## src/rti_pkg.sv

```systemverilog
// Purpose: Shared constants and types for the terminal command interpreter.
// Assumes: 100 MHz aclk, AXI4-Lite register access, 8N1 serial link.
// Notes:   Long timer counts are defaults for top-level parameters.
package rti_pkg;

   // ----------------------------------------
   // Timing
   // ----------------------------------------
   localparam int CLK_HZ = 100_000_000;
   localparam int BAUD_FAST = 2400;
   localparam int BAUD_SLOW = 1200;
   localparam int CNT_W = 17;
   localparam logic [CNT_W-1:0] BIT_CYC_FAST = CNT_W'(CLK_HZ / BAUD_FAST);
   localparam logic [CNT_W-1:0] BIT_CYC_SLOW = CNT_W'(CLK_HZ / BAUD_SLOW);
   localparam int TMR_W = 36;
   localparam int RELOCK_MIN = 5;
   localparam logic [TMR_W-1:0] RELOCK_CYC = TMR_W'(64'(RELOCK_MIN) * 64'd60 * 64'(CLK_HZ));
   localparam int RESTORE_S = 5;
   localparam logic [TMR_W-1:0] RESTORE_CYC = TMR_W'(64'(RESTORE_S) * 64'(CLK_HZ));

   // ----------------------------------------
   // Register map (byte addresses) and reset values
   // ----------------------------------------
   localparam int ADDR_W = 8;
   localparam logic [ADDR_W-1:0] OFS_CTRL = 8'h00;
   localparam logic [ADDR_W-1:0] OFS_STATUS = 8'h04;
   localparam logic [ADDR_W-1:0] OFS_EVENTS = 8'h08;
   localparam logic [ADDR_W-1:0] OFS_TXDATA = 8'h0c;
   localparam logic [ADDR_W-1:0] OFS_RXDATA = 8'h10;
   localparam logic [ADDR_W-1:0] OFS_PWD_LO = 8'h14;
   localparam logic [ADDR_W-1:0] OFS_PWD_HI = 8'h18;
   localparam logic [ADDR_W-1:0] OFS_CMD = 8'h1c;
   localparam logic [31:0] CTRL_RST = 32'h0000_0000;
   localparam logic [31:0] PWD_RST = 32'h0000_0000;
   localparam logic [47:0] FACTORY_PW = 48'h4141_4141_4141;
   localparam logic LOAD_RST = 1'b1;
   localparam logic [1:0] COLOUR_RST = 2'h0;
   // Pins: rxd idles high, the rest low
   localparam logic [3:0] PIN_RST = 4'h1;
   localparam int PIN_RXD = 0;
   localparam int PIN_ALARM = 1;
   localparam int PIN_POS4 = 2;
   localparam int PIN_MODEM = 3;
   // CMD register bit positions
   localparam int CMD_PW_COMMIT = 0;
   localparam int CMD_PW_TRY = 1;
   localparam int CMD_LOAD_REQ = 2;
   localparam int CMD_LOAD_ON = 3;
   localparam logic [1:0] RESP_OKAY = 2'h0;
   localparam logic [1:0] RESP_SLVERR = 2'h2;

   // ----------------------------------------
   // Keystrokes
   // ----------------------------------------
   localparam logic [7:0] KEY_SPACE = 8'h20;
   localparam logic [7:0] KEY_UP = 8'h55;
   localparam logic [7:0] KEY_DOWN = 8'h44;
   localparam logic [7:0] KEY_ENTER = 8'h0d;
   localparam logic [7:0] KEY_REDRAW = 8'h52;
   localparam logic [7:0] KEY_CHARSET = 8'h43;
   localparam logic [7:0] KEY_COLOUR = 8'h4f;
   localparam logic [7:0] KEY_SCRNUM = 8'h53;
   localparam logic [7:0] KEY_SILENCE = 8'h41;
   localparam logic [7:0] KEY_BINARY = 8'h45;
   localparam logic [7:0] KEY_HANGUP = 8'h47;
   localparam logic [7:0] KEY_CHORD_UDS = 8'h37;
   localparam logic [7:0] KEY_CHORD_UD = 8'h4b;
   localparam logic [7:0] KEY_CHORD_DS = 8'h5a;
   localparam logic [31:0] EXIT_WORD = 32'h4558_4954;

   // ----------------------------------------
   // Types
   // ----------------------------------------
   typedef enum logic [1:0] {
      RTI_MD_IDLE = 2'b00,
      RTI_MD_PANEL = 2'b01,
      RTI_MD_BINARY = 2'b10
   } rti_mode_t;

   typedef struct packed {
      logic load_refused;
      logic english;
      logic hangup;
      logic bin_exit;
      logic bin_enter;
      logic silence;
      logic scr_num;
      logic colour;
      logic charset;
      logic redraw;
      logic alarm_rpt;
      logic full_draw;
      logic enter;
      logic down;
      logic up;
   } rti_evt_t;

   typedef struct packed {
      logic modem;
      logic pos4;
      logic rx_busy;
      logic tx_busy;
      logic restore_pend;
      logic load_on;
      logic timed;
      logic locked;
      logic [1:0] colour;
      logic charset;
      rti_mode_t mode;
   } rti_stat_t;

   typedef struct packed {
      logic awvalid;
      logic [ADDR_W-1:0] awaddr;
      logic wvalid;
      logic [31:0] wdata;
      logic [3:0] wstrb;
      logic bready;
      logic arvalid;
      logic [ADDR_W-1:0] araddr;
      logic rready;
   } rti_axi_req_t;

   typedef struct packed {
      logic awready;
      logic wready;
      logic bvalid;
      logic [1:0] bresp;
      logic arready;
      logic rvalid;
      logic [31:0] rdata;
      logic [1:0] rresp;
   } rti_axi_rsp_t;

endpackage

```

## src/rti_top.sv

```systemverilog
// Purpose: Keystroke interpreter, serial link and load lock for the terminal port.
// Assumes: aclk 100 MHz, synchronous active-low aresetn, pins asynchronous.
// Notes:   Screen drawing lives elsewhere; this block only issues event pulses.
// Operation
// - Space enters remote panel mode and requests a full panel image.
// - A new alarm requests an unsolicited alarm report.
// - Up, down and enter keys act as the panel buttons in panel mode.
// - Key R requests a full screen redraw.
// - Key C switches glyph encoding to the extended PC character set.
// - Key O steps through four colour schemes and redraws.
// - Key S shows the current screen index on the top line.
// - Key A mutes the local alarm and the terminal speaker.
// - Key E enters binary protocol; the text EXIT returns to panel mode.
// - Key G hangs up while a modem session is active.
// - Keys 7, K and Z emulate the three button chords.
// - The up, down and silence chord returns the language to English.
// - In switch position 4 a load request to the opposite state switches it.
// - A load-on command restores the load five seconds later.
// - While locked, password-less edits and load switching are refused.
// - Starts unlocked; committing a non-factory password edit locks load control.
// - Passwords are one to six characters, factory value AAAAAA.
// - Entering the matching password unlocks load control.
// - Unlock lasts five minutes, then relocks by itself.
// - While unlocked, a committed edit stores the new password.
// - Setting the factory password leaves control unlocked without limit.
// - Link runs at 2400 or 1200 bit/s as the device setting selects.
// - Each character is eight data bits, no parity, one stop bit.
module rti_top
   import rti_pkg::*;
#(
   parameter logic [CNT_W-1:0] BIT_FAST = BIT_CYC_FAST,
   parameter logic [CNT_W-1:0] BIT_SLOW = BIT_CYC_SLOW,
   parameter logic [TMR_W-1:0] RELOCK_CNT = RELOCK_CYC,
   parameter logic [TMR_W-1:0] RESTORE_CNT = RESTORE_CYC
) (
   input wire logic aclk,
   input wire logic aresetn,
   input wire rti_axi_req_t axi_req,
   output rti_axi_rsp_t axi_rsp,
   input wire logic rxd,
   output logic txd,
   input wire logic alarm_in,
   input wire logic pos4_in,
   input wire logic modem_session,
   output rti_evt_t evt,
   output logic load_on
);

   // ----------------------------------------
   // Helpers
   // ----------------------------------------
   // Byte-lane merge for partial writes
   function automatic logic [31:0] merge(input logic [31:0] old, input logic [31:0] nw, input logic [3:0] strb);
      logic [31:0] res;
      res = old;
      for (int i = 0; i < 4; i++) begin
         if (strb[i]) begin
            res[8*i +: 8] = nw[8*i +: 8];
         end
      end
      return res;
   endfunction

   function automatic logic mapped(input logic [ADDR_W-1:0] a);
      return (a[1:0] == 2'b00) && (a <= OFS_CMD);
   endfunction

   // Letters are matched in either case
   function automatic logic [7:0] upcase(input logic [7:0] c);
      return (c >= 8'h61 && c <= 8'h7a) ? (c - 8'h20) : c;
   endfunction

   // ----------------------------------------
   // Pin synchronisers
   // ----------------------------------------
   logic [3:0] pin_s1_r, pin_s2_r, pin_s3_r, pin_r;
   // Three stages; a change is taken once stages two and three agree
   always_ff @(posedge aclk) begin
      if (!aresetn) begin
         pin_s1_r <= PIN_RST;
         pin_s2_r <= PIN_RST;
         pin_s3_r <= PIN_RST;
         pin_r <= PIN_RST;
      end else begin
         pin_s1_r <= {modem_session, pos4_in, alarm_in, rxd};
         pin_s2_r <= pin_s1_r;
         pin_s3_r <= pin_s2_r;
         pin_r <= (pin_s2_r & pin_s3_r) | (pin_r & (pin_s2_r ^ pin_s3_r));
      end
   end

   // ----------------------------------------
   // AXI4-Lite slave
   // ----------------------------------------
   logic aw_got_r, w_got_r, bvalid_r, rvalid_r;
   logic [ADDR_W-1:0] aw_addr_r;
   logic [31:0] w_data_r, rdata_r;
   logic [3:0] w_strb_r;
   logic [1:0] bresp_r, rresp_r;
   logic aw_hs, w_hs, wr_go;
   logic [ADDR_W-1:0] wr_addr;
   logic [31:0] wr_data;
   logic [3:0] wr_strb;
   logic [31:0] rd_mux;

   assign axi_rsp.awready = !aw_got_r && !bvalid_r;
   assign axi_rsp.wready = !w_got_r && !bvalid_r;
   assign axi_rsp.arready = !rvalid_r;
   assign axi_rsp.bvalid = bvalid_r;
   assign axi_rsp.bresp = bresp_r;
   assign axi_rsp.rvalid = rvalid_r;
   assign axi_rsp.rdata = rdata_r;
   assign axi_rsp.rresp = rresp_r;
   assign aw_hs = axi_req.awvalid && axi_rsp.awready;
   assign w_hs = axi_req.wvalid && axi_rsp.wready;
   // Address and data may arrive in either order
   assign wr_go = (aw_got_r || aw_hs) && (w_got_r || w_hs);
   assign wr_addr = aw_got_r ? aw_addr_r : axi_req.awaddr;
   assign wr_data = w_got_r ? w_data_r : axi_req.wdata;
   assign wr_strb = w_got_r ? w_strb_r : axi_req.wstrb;

   // Write channel holding and response
   always_ff @(posedge aclk) begin
      if (!aresetn) begin
         aw_got_r <= 1'b0;
         w_got_r <= 1'b0;
         aw_addr_r <= '0;
         w_data_r <= '0;
         w_strb_r <= '0;
         bvalid_r <= 1'b0;
         bresp_r <= RESP_OKAY;
      end else if (wr_go) begin
         aw_got_r <= 1'b0;
         w_got_r <= 1'b0;
         bvalid_r <= 1'b1;
         bresp_r <= mapped(wr_addr) ? RESP_OKAY : RESP_SLVERR;
      end else begin
         if (aw_hs) begin
            aw_got_r <= 1'b1;
            aw_addr_r <= axi_req.awaddr;
         end
         if (w_hs) begin
            w_got_r <= 1'b1;
            w_data_r <= axi_req.wdata;
            w_strb_r <= axi_req.wstrb;
         end
         if (bvalid_r && axi_req.bready) begin
            bvalid_r <= 1'b0;
         end
      end
   end

   // Read channel; data captured at the address handshake
   always_ff @(posedge aclk) begin
      if (!aresetn) begin
         rvalid_r <= 1'b0;
         rdata_r <= '0;
         rresp_r <= RESP_OKAY;
      end else if (axi_req.arvalid && axi_rsp.arready) begin
         rvalid_r <= 1'b1;
         rdata_r <= rd_mux;
         rresp_r <= mapped(axi_req.araddr) ? RESP_OKAY : RESP_SLVERR;
      end else if (rvalid_r && axi_req.rready) begin
         rvalid_r <= 1'b0;
      end
   end

   logic wr_ctrl, wr_events, wr_tx, wr_pwlo, wr_pwhi, wr_cmd;
   logic [31:0] cmd_w;
   assign wr_ctrl = wr_go && wr_addr == OFS_CTRL;
   assign wr_events = wr_go && wr_addr == OFS_EVENTS;
   assign wr_tx = wr_go && wr_addr == OFS_TXDATA && wr_strb[0];
   assign wr_pwlo = wr_go && wr_addr == OFS_PWD_LO;
   assign wr_pwhi = wr_go && wr_addr == OFS_PWD_HI;
   assign wr_cmd = wr_go && wr_addr == OFS_CMD;
   assign cmd_w = wr_cmd ? merge(32'h0, wr_data, wr_strb) : 32'h0;

   // Software registers
   logic [31:0] ctrl_r, pwlo_r, pwhi_r;
   always_ff @(posedge aclk) begin
      if (!aresetn) begin
         ctrl_r <= CTRL_RST;
         pwlo_r <= PWD_RST;
         pwhi_r <= PWD_RST;
      end else begin
         if (wr_ctrl) ctrl_r <= merge(ctrl_r, wr_data, wr_strb) & 32'h1;
         if (wr_pwlo) pwlo_r <= merge(pwlo_r, wr_data, wr_strb);
         if (wr_pwhi) pwhi_r <= merge(pwhi_r, wr_data, wr_strb) & 32'hffff;
      end
   end

   // ----------------------------------------
   // Serial receiver and transmitter
   // ----------------------------------------
   logic [CNT_W-1:0] bit_len;
   assign bit_len = ctrl_r[0] ? BIT_SLOW : BIT_FAST;

   logic rx_busy_r, rx_valid_r;
   logic [CNT_W-1:0] rx_cnt_r;
   logic [3:0] rx_bit_r;
   logic [7:0] rx_sh_r, rx_byte_r;
   // Start at the falling edge, sample mid-bit, keep only frames with a stop bit
   always_ff @(posedge aclk) begin
      if (!aresetn) begin
         rx_busy_r <= 1'b0;
         rx_valid_r <= 1'b0;
         rx_cnt_r <= '0;
         rx_bit_r <= '0;
         rx_sh_r <= '0;
         rx_byte_r <= '0;
      end else begin
         rx_valid_r <= 1'b0;
         if (!rx_busy_r) begin
            if (!pin_r[PIN_RXD]) begin
               rx_busy_r <= 1'b1;
               rx_cnt_r <= bit_len >> 1;
               rx_bit_r <= '0;
            end
         end else if (rx_cnt_r != '0) begin
            rx_cnt_r <= rx_cnt_r - 1'b1;
         end else if (rx_bit_r == 4'd0 && pin_r[PIN_RXD]) begin
            rx_busy_r <= 1'b0; // Glitch, not a start bit
         end else if (rx_bit_r < 4'd9) begin
            if (rx_bit_r != 4'd0) rx_sh_r <= {pin_r[PIN_RXD], rx_sh_r[7:1]};
            rx_bit_r <= rx_bit_r + 1'b1;
            rx_cnt_r <= bit_len - 1'b1;
         end else begin
            rx_busy_r <= 1'b0;
            if (pin_r[PIN_RXD]) begin
               rx_valid_r <= 1'b1;
               rx_byte_r <= rx_sh_r;
            end
         end
      end
   end

   logic tx_busy_r;
   logic [CNT_W-1:0] tx_cnt_r;
   logic [3:0] tx_bit_r;
   logic [9:0] tx_sh_r;
   // Start bit, eight data bits LSB first, one stop bit
   always_ff @(posedge aclk) begin
      if (!aresetn) begin
         tx_busy_r <= 1'b0;
         tx_cnt_r <= '0;
         tx_bit_r <= '0;
         tx_sh_r <= '1;
         txd <= 1'b1;
      end else if (!tx_busy_r) begin
         txd <= 1'b1;
         if (wr_tx) begin
            tx_busy_r <= 1'b1;
            tx_sh_r <= {1'b1, wr_data[7:0], 1'b0};
            tx_bit_r <= '0;
            tx_cnt_r <= '0;
         end
      end else if (tx_cnt_r != '0) begin
         tx_cnt_r <= tx_cnt_r - 1'b1;
      end else if (tx_bit_r == 4'd10) begin
         tx_busy_r <= 1'b0;
      end else begin
         txd <= tx_sh_r[0];
         tx_sh_r <= {1'b1, tx_sh_r[9:1]};
         tx_bit_r <= tx_bit_r + 1'b1;
         tx_cnt_r <= bit_len - 1'b1;
      end
   end

   // ----------------------------------------
   // Keystroke interpreter
   // ----------------------------------------
   rti_mode_t mode_r, mode_nxt;
   logic [1:0] exit_idx_r, exit_idx_nxt;
   logic alarm_d_r;
   logic [7:0] key;
   rti_evt_t evt_nxt;
   logic load_refused;
   assign key = upcase(rx_byte_r);

   // Decode one received byte into panel and menu events
   always_comb begin
      evt_nxt = '0;
      mode_nxt = mode_r;
      exit_idx_nxt = exit_idx_r;
      evt_nxt.alarm_rpt = pin_r[PIN_ALARM] && !alarm_d_r;
      evt_nxt.load_refused = load_refused;
      if (rx_valid_r) begin
         if (mode_r == RTI_MD_BINARY) begin
            // Only the EXIT word is watched here
            if (key == EXIT_WORD[31 - 8*exit_idx_r -: 8]) begin
               exit_idx_nxt = exit_idx_r + 1'b1;
               if (exit_idx_r == 2'd3) begin
                  mode_nxt = RTI_MD_PANEL;
                  evt_nxt.bin_exit = 1'b1;
                  exit_idx_nxt = 2'd0;
               end
            end else begin
               exit_idx_nxt = (key == EXIT_WORD[31:24]) ? 2'd1 : 2'd0;
            end
         end else if (key == KEY_SPACE) begin
            mode_nxt = RTI_MD_PANEL;
            evt_nxt.full_draw = 1'b1;
         end else if (mode_r == RTI_MD_PANEL) begin
            case (key)
               KEY_UP: evt_nxt.up = 1'b1;
               KEY_DOWN: evt_nxt.down = 1'b1;
               KEY_ENTER: evt_nxt.enter = 1'b1;
               KEY_REDRAW: evt_nxt.redraw = 1'b1;
               KEY_CHARSET: evt_nxt.charset = 1'b1;
               KEY_COLOUR: begin
                  evt_nxt.colour = 1'b1;
                  evt_nxt.redraw = 1'b1;
               end
               KEY_SCRNUM: evt_nxt.scr_num = 1'b1;
               KEY_SILENCE: evt_nxt.silence = 1'b1;
               KEY_BINARY: begin
                  mode_nxt = RTI_MD_BINARY;
                  evt_nxt.bin_enter = 1'b1;
                  exit_idx_nxt = 2'd0;
               end
               KEY_HANGUP: evt_nxt.hangup = pin_r[PIN_MODEM];
               KEY_CHORD_UDS: begin
                  evt_nxt.up = 1'b1;
                  evt_nxt.down = 1'b1;
                  evt_nxt.silence = 1'b1;
                  evt_nxt.english = 1'b1;
               end
               KEY_CHORD_UD: begin
                  evt_nxt.up = 1'b1;
                  evt_nxt.down = 1'b1;
               end
               KEY_CHORD_DS: begin
                  evt_nxt.down = 1'b1;
                  evt_nxt.silence = 1'b1;
               end
               default: evt_nxt.up = 1'b0;
            endcase
         end
      end
   end

   // Mode, alarm edge and event pulse registers
   logic charset_r;
   logic [1:0] colour_r;
   always_ff @(posedge aclk) begin
      if (!aresetn) begin
         mode_r <= RTI_MD_IDLE;
         exit_idx_r <= 2'd0;
         alarm_d_r <= 1'b0;
         evt <= '0;
         charset_r <= 1'b0;
         colour_r <= COLOUR_RST;
      end else begin
         mode_r <= mode_nxt;
         exit_idx_r <= exit_idx_nxt;
         alarm_d_r <= pin_r[PIN_ALARM];
         evt <= evt_nxt;
         if (evt_nxt.charset) charset_r <= 1'b1;
         if (evt_nxt.colour) colour_r <= colour_r + 1'b1;
      end
   end

   // Sticky copy for software; a new event beats a same-cycle clear
   logic [14:0] events_r;
   always_ff @(posedge aclk) begin
      if (!aresetn) begin
         events_r <= '0;
      end else begin
         events_r <= (events_r & ~15'(wr_events ? merge(32'h0, wr_data, wr_strb)
                     : 32'h0)) | 15'(evt_nxt);
      end
   end

   // ----------------------------------------
   // Password lock and load control
   // ----------------------------------------
   logic [47:0] pw_r, cand;
   logic locked_r, timed_r, restore_r;
   logic [TMR_W-1:0] relock_cnt_r, restore_cnt_r;
   logic pos4;
   assign cand = {pwhi_r[15:0], pwlo_r};
   assign pos4 = pin_r[PIN_POS4];
   // Requests to the present state, outside position 4, or while locked
   assign load_refused = cmd_w[CMD_LOAD_REQ] && (locked_r || !pos4 ||
                         cmd_w[CMD_LOAD_ON] == (load_on || restore_r));

   // Lock state and relock timer
   always_ff @(posedge aclk) begin
      if (!aresetn) begin
         pw_r <= FACTORY_PW;
         locked_r <= 1'b0;
         timed_r <= 1'b0;
         relock_cnt_r <= '0;
      end else if (cmd_w[CMD_PW_COMMIT] && !locked_r && cand[7:0] != 8'h00) begin
         pw_r <= cand;
         if (cand == FACTORY_PW) begin
            timed_r <= 1'b0;
         end else begin
            locked_r <= 1'b1;
            timed_r <= 1'b0;
         end
      end else if (cmd_w[CMD_PW_TRY] && locked_r && cand == pw_r) begin
         locked_r <= 1'b0;
         timed_r <= 1'b1;
         relock_cnt_r <= RELOCK_CNT - 1'b1;
      end else if (!locked_r && timed_r) begin
         if (relock_cnt_r == '0) begin
            locked_r <= 1'b1;
            timed_r <= 1'b0;
         end else begin
            relock_cnt_r <= relock_cnt_r - 1'b1;
         end
      end
   end

   // Load switching; turn-on waits out the restart delay
   always_ff @(posedge aclk) begin
      if (!aresetn) begin
         load_on <= LOAD_RST;
         restore_r <= 1'b0;
         restore_cnt_r <= '0;
      end else if (cmd_w[CMD_LOAD_REQ] && !load_refused) begin
         if (cmd_w[CMD_LOAD_ON]) begin
            restore_r <= 1'b1;
            restore_cnt_r <= RESTORE_CNT - 1'b1;
         end else begin
            load_on <= 1'b0;
         end
      end else if (restore_r) begin
         if (restore_cnt_r == '0) begin
            load_on <= 1'b1;
            restore_r <= 1'b0;
         end else begin
            restore_cnt_r <= restore_cnt_r - 1'b1;
         end
      end
   end

   // ----------------------------------------
   // Read mux
   // ----------------------------------------
   rti_stat_t stat;
   assign stat = '{modem: pin_r[PIN_MODEM], pos4: pos4, rx_busy: rx_busy_r, tx_busy: tx_busy_r,
                   restore_pend: restore_r, load_on: load_on, timed: timed_r, locked: locked_r,
                   colour: colour_r, charset: charset_r, mode: mode_r};
   // Password readback is hidden; software sees only the entry buffer
   always_comb begin
      case (axi_req.araddr)
         OFS_CTRL: rd_mux = ctrl_r;
         OFS_STATUS: rd_mux = 32'(stat);
         OFS_EVENTS: rd_mux = 32'(events_r);
         OFS_RXDATA: rd_mux = {23'h0, rx_valid_r, rx_byte_r};
         OFS_PWD_LO: rd_mux = pwlo_r;
         OFS_PWD_HI: rd_mux = pwhi_r;
         default: rd_mux = 32'h0;
      endcase
   end

endmodule

```

## config.mk

```make
export PLATFORM = sky130hd
export DESIGN_NAME = rti_top
export DESIGN_NICKNAME = d
export VERILOG_FILES = /design/src/rti_pkg.sv /design/src/rti_top.sv
export SDC_FILE = /design/constraint.sdc
export NUM_CORES = 1
export LEC_CHECK = 0
export ABC_AREA = 1
export BUFFER_PORTS_ARGS = -buffer_cell sky130_fd_sc_hd__buf_2
export CAP_MARGIN = 20
export CORE_ASPECT_RATIO = 1.4
export CORE_MARGIN = 8
export CORE_UTILIZATION = 25
export CTS_CLUSTER_DIAMETER = 200
export DETAILED_ROUTE_END_ITERATION = 16
export PLACE_DENSITY = 0.4
export SLEW_MARGIN = 10
export SYNTH_ARGS = -nofsm -noshare
export SYNTH_HDL_FRONTEND = slang
export SYNTH_SLANG_ARGS = --single-unit
export TNS_END_PERCENT = 50
```

## constraint.sdc

```tcl
create_clock -name aclk -period 4.7 [get_ports aclk]
set_input_delay 0.47 -clock aclk [delete_from_list [all_inputs] [get_ports aclk]]
set_output_delay 0.47 -clock aclk [all_outputs]
set_load 0.1 [all_outputs]
```

==> results <==
- The floorplan step defined a die boundary enclosing 85800 um2.
- The initial standard-cell utilization of the core is 25.2%.
- The layout-stage area growth over the synthesis result is 15.1%.
- The count of final hold-check violations is 0.
- STA classifies the critical path endpoint as a flop.
- The routed wirelength normalized by instance count is 17.8 um.
- The count of endpoints failing setup in the final report is 0.
- The maximum frequency from static timing analysis is 0.269 GHz.
- The post-layout minimum cycle time is 3710 ps.
- The total stage count of the critical path is 14.
- The critical path contains buffers and inverters numbering 5 combined.
- The critical path ends at relock_cnt_r[1].
- Summing all flip-flop and latch instances after layout gives 7610 um2.
- The total grt overflow is 0.
- In the global route stage, overall resource usage came out at 15.4%.
- The number of different library cells in the post-synthesis netlist is 58.
- By startpoint and endpoint, the worst setup path is classified as flop to flop.
- Counting flops with a built-in enable in the synthesized netlist gives 0.
- In the final layout, the share of cells above drive strength 1 is 9.21%.
- The detailed router's first-iteration violation count is 948.
- In the routed design, unresolved DRC markers number 0.
- The setup total negative slack is 0 ps.
- The number of placement rows is 120.
- The detailed placer's ending HPWL is 50800 um.
- The tree is rooted in a sky130_fd_sc_hd__clkbuf_16.
- At the pin with the least slew margin, the transition time is 1010 ps.
- The post-CTS resize count is 0.
- The type of origin of the critical path is a flop.
- Of the available clock period, the critical path in the final layout requires 79.0%.
- The number of vias per cell is 4.74.
- Setup repair after global routing left no endpoint under its margin.
- The number of buffers inserted by hold repair at cts is 0.
- After clock tree synthesis, the clock-pin slew on the worst setup and hold paths is 60 ps.
- After synthesis, the cell types taking the most area are sky130_fd_sc_hd__dfxtp_1 (40%), sky130_fd_sc_hd__nand2_1 (11%), sky130_fd_sc_hd__nor2_1 (7.3%), sky130_fd_sc_hd__a21oi_1 (6.3%), sky130_fd_sc_hd__inv_1 (5.9%).
- Among all flip-flop cells after synthesis, the most frequent one is sky130_fd_sc_hd__dfxtp_1.
- The port buffer count is 118.
- Across the run, the number of max-cap violations was 0.
- The leakage power figure is 9.70 nW.
- OpenSTA, run right after detailed placement, puts the worst setup slack at 976 ps.
- In the synthesized netlist the async set-or-reset flop fraction comes to 0%.
- Walking the worst path, the cells encountered are buf_4, nor2_2, nand2_1, nand2_1, nand2_1, inv_2, nand3_2, buf_4, nand3_2, buf_4, nand2_2, nand3_1, nand3_1, inv_1.
- The worst hold path passes through 2 cells.
- Routability-driven placement finished with a final weighted congestion of 0.865.
- The launch point of the worst path is w_got_r.
- The startpoint of the lowest-slack register-to-register path is w_got_r.
- Sequential cells were found to cover 39.7% of the synthesized design area.
- Summed over all instances, the cell type with the most area after synthesis is sky130_fd_sc_hd__dfxtp_1.
- A synthesized cell averages 6.94 um2.
- For this run, the number of Yosys warnings is 0.
- The flop and latch count out of synthesis is 380.
- The number of search-and-repair iterations in the first detailed-routing pass is 6.
- The worst hold path belongs to the class input port to flop.
- In the synthesized netlist, the number of instances is 2758.
- The arrival time of the worst setup path is 4170 ps.
- The floorplan step set the die width to 250 um.
- The via count of the first global-routing pass was 18100.
- The areal power density over the cells is 344 nW/um2.
- The slowest stage of the critical path is the sky130_fd_sc_hd__dfxtp_2 cell.
- Clock skew on the completed layout was measured at 14.3 ps.
- Detailed routing inserted a total of 18100 vias.
- Yosys instantiated no cell more often than sky130_fd_sc_hd__nand2_1.
- The mapped netlist covers 19200 um2.
- The number of buffers created by CTS is 44.
- The peak supply drop is 0.264 mV.
- The initial antenna violation count was 0.
- The overall die height is 343 um.
- The net total in the final layout is 2895.
- The final critical-path setup slack is 985 ps.
- The clock tree synthesis step divided the H-tree into 2 levels.
- Counting instances in the post-synthesis netlist gives the leading cell types as sky130_fd_sc_hd__nand2_1 (538), sky130_fd_sc_hd__dfxtp_1 (380), sky130_fd_sc_hd__nor2_1 (371).
- 121 I/O pins were placed.
- The antenna violation net count after detailed routing is 0.
- Counting the fill cells in the layout gives 8302.
- Summing all multi-input logic gate instances after layout gives 9820 um2.
- The data required time at the worst endpoint is 5160 ps.
- The TritonCTS clock tree is done.
- Entering global routing, the biggest net connects 87 pins.
- The core area is 76100 um2.
- Summed over all layers, the routed wires come to 67900 um.
- The fraction of synthesized cell area taken by the top area cell type is 39.7%.
- The cell type group with the largest total delay on the critical path is simple AND/OR/NAND/NOR gates.
- The count of cells along the worst register-to-register path is 14.
- The CTS sink count is 380.
- The final number of max-transition violations is 0.
- The terminus of the critical flop-to-flop path is relock_cnt_r[1].
- The run finished with clean final reports.
- The longest clock path from root to sink contains 3 buffers.
- For this run, the slowest stage of the critical path takes 570 ps.
- The first global-routing pass estimated 105000 um of wire.
- The number of antenna diodes is 0.
- The worst-case headroom to the max-slew limit is 32.1%.
- The post-CTS repair timing setup buffer count is 0.
- The clock latency on the worst-skew pair is 570 ps.
- The maximum fanout count along the critical path is 71.
- Across all register-to-register paths, the minimum setup slack is 990 ps.
==> area by class of cell <==
class | instances | area share [%]
multi-input cells | 1949 | 44.6
clock inverters | 16 | 1.11
inverters | 306 | 5.24
flip-flops and latches | 380 | 34.5
well taps | 976 | 5.54
clock buffers | 60 | 5.77
repair buffers | 134 | 3.25
==> logic make-up after synthesis <==
kind of cell | after synthesis | share of synthesized area (%)
adders and majority gates | 17 | 1.11
other | 1 | 0.0196
muxes | 5 | 0.261
xor gates and xnor gates | 109 | 4.98
buffers and inverters | 430 | 9.11
AOI/OAI and AO/OA | 568 | 16.5
and+or+nand+nor | 1248 | 28.3
DFF | 380 | 39.7
==> placed cells by master (no fill, tap or decap), types with 3 or more instances in the layout <==
cell / instances
sky130_fd_sc_hd__ha_1: 17
sky130_fd_sc_hd__o21ai_0: 194
sky130_fd_sc_hd__o311ai_0: 7
sky130_fd_sc_hd__or2_2: 13
sky130_fd_sc_hd__clkbuf_8: 9
sky130_fd_sc_hd__clkinv_2: 6
sky130_fd_sc_hd__inv_1: 298
sky130_fd_sc_hd__nor2_1: 370
sky130_fd_sc_hd__bufinv_16: 6
sky130_fd_sc_hd__nand3_1: 154
sky130_fd_sc_hd__nand3b_1: 4
sky130_fd_sc_hd__o21ai_1: 6
sky130_fd_sc_hd__o22ai_1: 17
sky130_fd_sc_hd__clkbuf_16: 45
sky130_fd_sc_hd__nand4_1: 65
sky130_fd_sc_hd__o211ai_1: 29
sky130_fd_sc_hd__a21oi_2: 3
sky130_fd_sc_hd__nand2_2: 7
sky130_fd_sc_hd__nand2_4: 3
sky130_fd_sc_hd__nor3b_1: 6
sky130_fd_sc_hd__nor2_4: 3
sky130_fd_sc_hd__buf_4: 16
sky130_fd_sc_hd__inv_2: 6
sky130_fd_sc_hd__xor2_1: 66
sky130_fd_sc_hd__dfxtp_1: 379
sky130_fd_sc_hd__nor3_1: 50
sky130_fd_sc_hd__nand2_1: 538
sky130_fd_sc_hd__a211oi_1: 50
sky130_fd_sc_hd__o31ai_1: 6
sky130_fd_sc_hd__clkinv_4: 3
sky130_fd_sc_hd__a21oi_1: 241
sky130_fd_sc_hd__xnor2_1: 43
sky130_fd_sc_hd__nor2_2: 5
sky130_fd_sc_hd__nor4_1: 12
sky130_fd_sc_hd__clkbuf_1: 6
sky130_fd_sc_hd__buf_2: 117
sky130_fd_sc_hd__nand3_2: 3
sky130_fd_sc_hd__mux2i_1: 5
==> how the worst min path moves through the flow <==
stage | start | to
after floorplan | alarm_d_r | evt[4]
after global placement | pin_s1_r[1] | pin_s2_r[1]
after detailed placement | pin_s1_r[2] | pin_s2_r[2]
after CTS | rxd | pin_s1_r[0]
after global routing | modem_session | pin_s1_r[3]
final | rxd | pin_s1_r[0]
==> routing by layer <==
layer	track usage, %	vias to the layer above	share of wire (%)
met5	0	-	0
met4	6.92	0	4.7
met3	2.00	130	2.9
met2	30.2	322	54
met1	16.0	8492	38
li1	-	9176	-
==> power by group <==
group	switching [mW]	internal [mW]	total, mW	leakage (nW)
logic	0.438	0.150	0.588	5.88
clock network	1.44	2.22	3.66	0.747
registers	0.0457	3.28	3.33	3.07
==> metrics by stage <==
step                      total power [mW]  utilization, %  cell area [um2]  hold slack (ps)  cells
after floorplan                       3.81               -            19200              379   2759
after global placement                3.99            27.0            20500              397   3745
after detailed placement              4.00            27.0            20500              405   3745
after CTS                             7.73            28.9            22000             41.2   3821
after global routing                  7.90            28.9            22000             64.6   3821
final                                 7.57            28.9            22000             86.9   3821
==> sequential cells by signal, summed over array words and instances (netlist names), 4 cells and up <==
register / cells
aw_addr_r: 8
events_r: 15
evt: 15
pin_r: 4
pin_s1_r: 4
pin_s2_r: 4
pin_s3_r: 4
pw_r: 48
pwhi_r: 16
pwlo_r: 32
rdata_r: 32
relock_cnt_r: 36
restore_cnt_r: 36
rx_bit_r: 4
rx_byte_r: 8
rx_cnt_r: 17
rx_sh_r: 8
tx_bit_r: 4
tx_cnt_r: 17
tx_sh_r: 9
w_data_r: 32
w_strb_r: 4
Power figures use the tool's default switching activity.
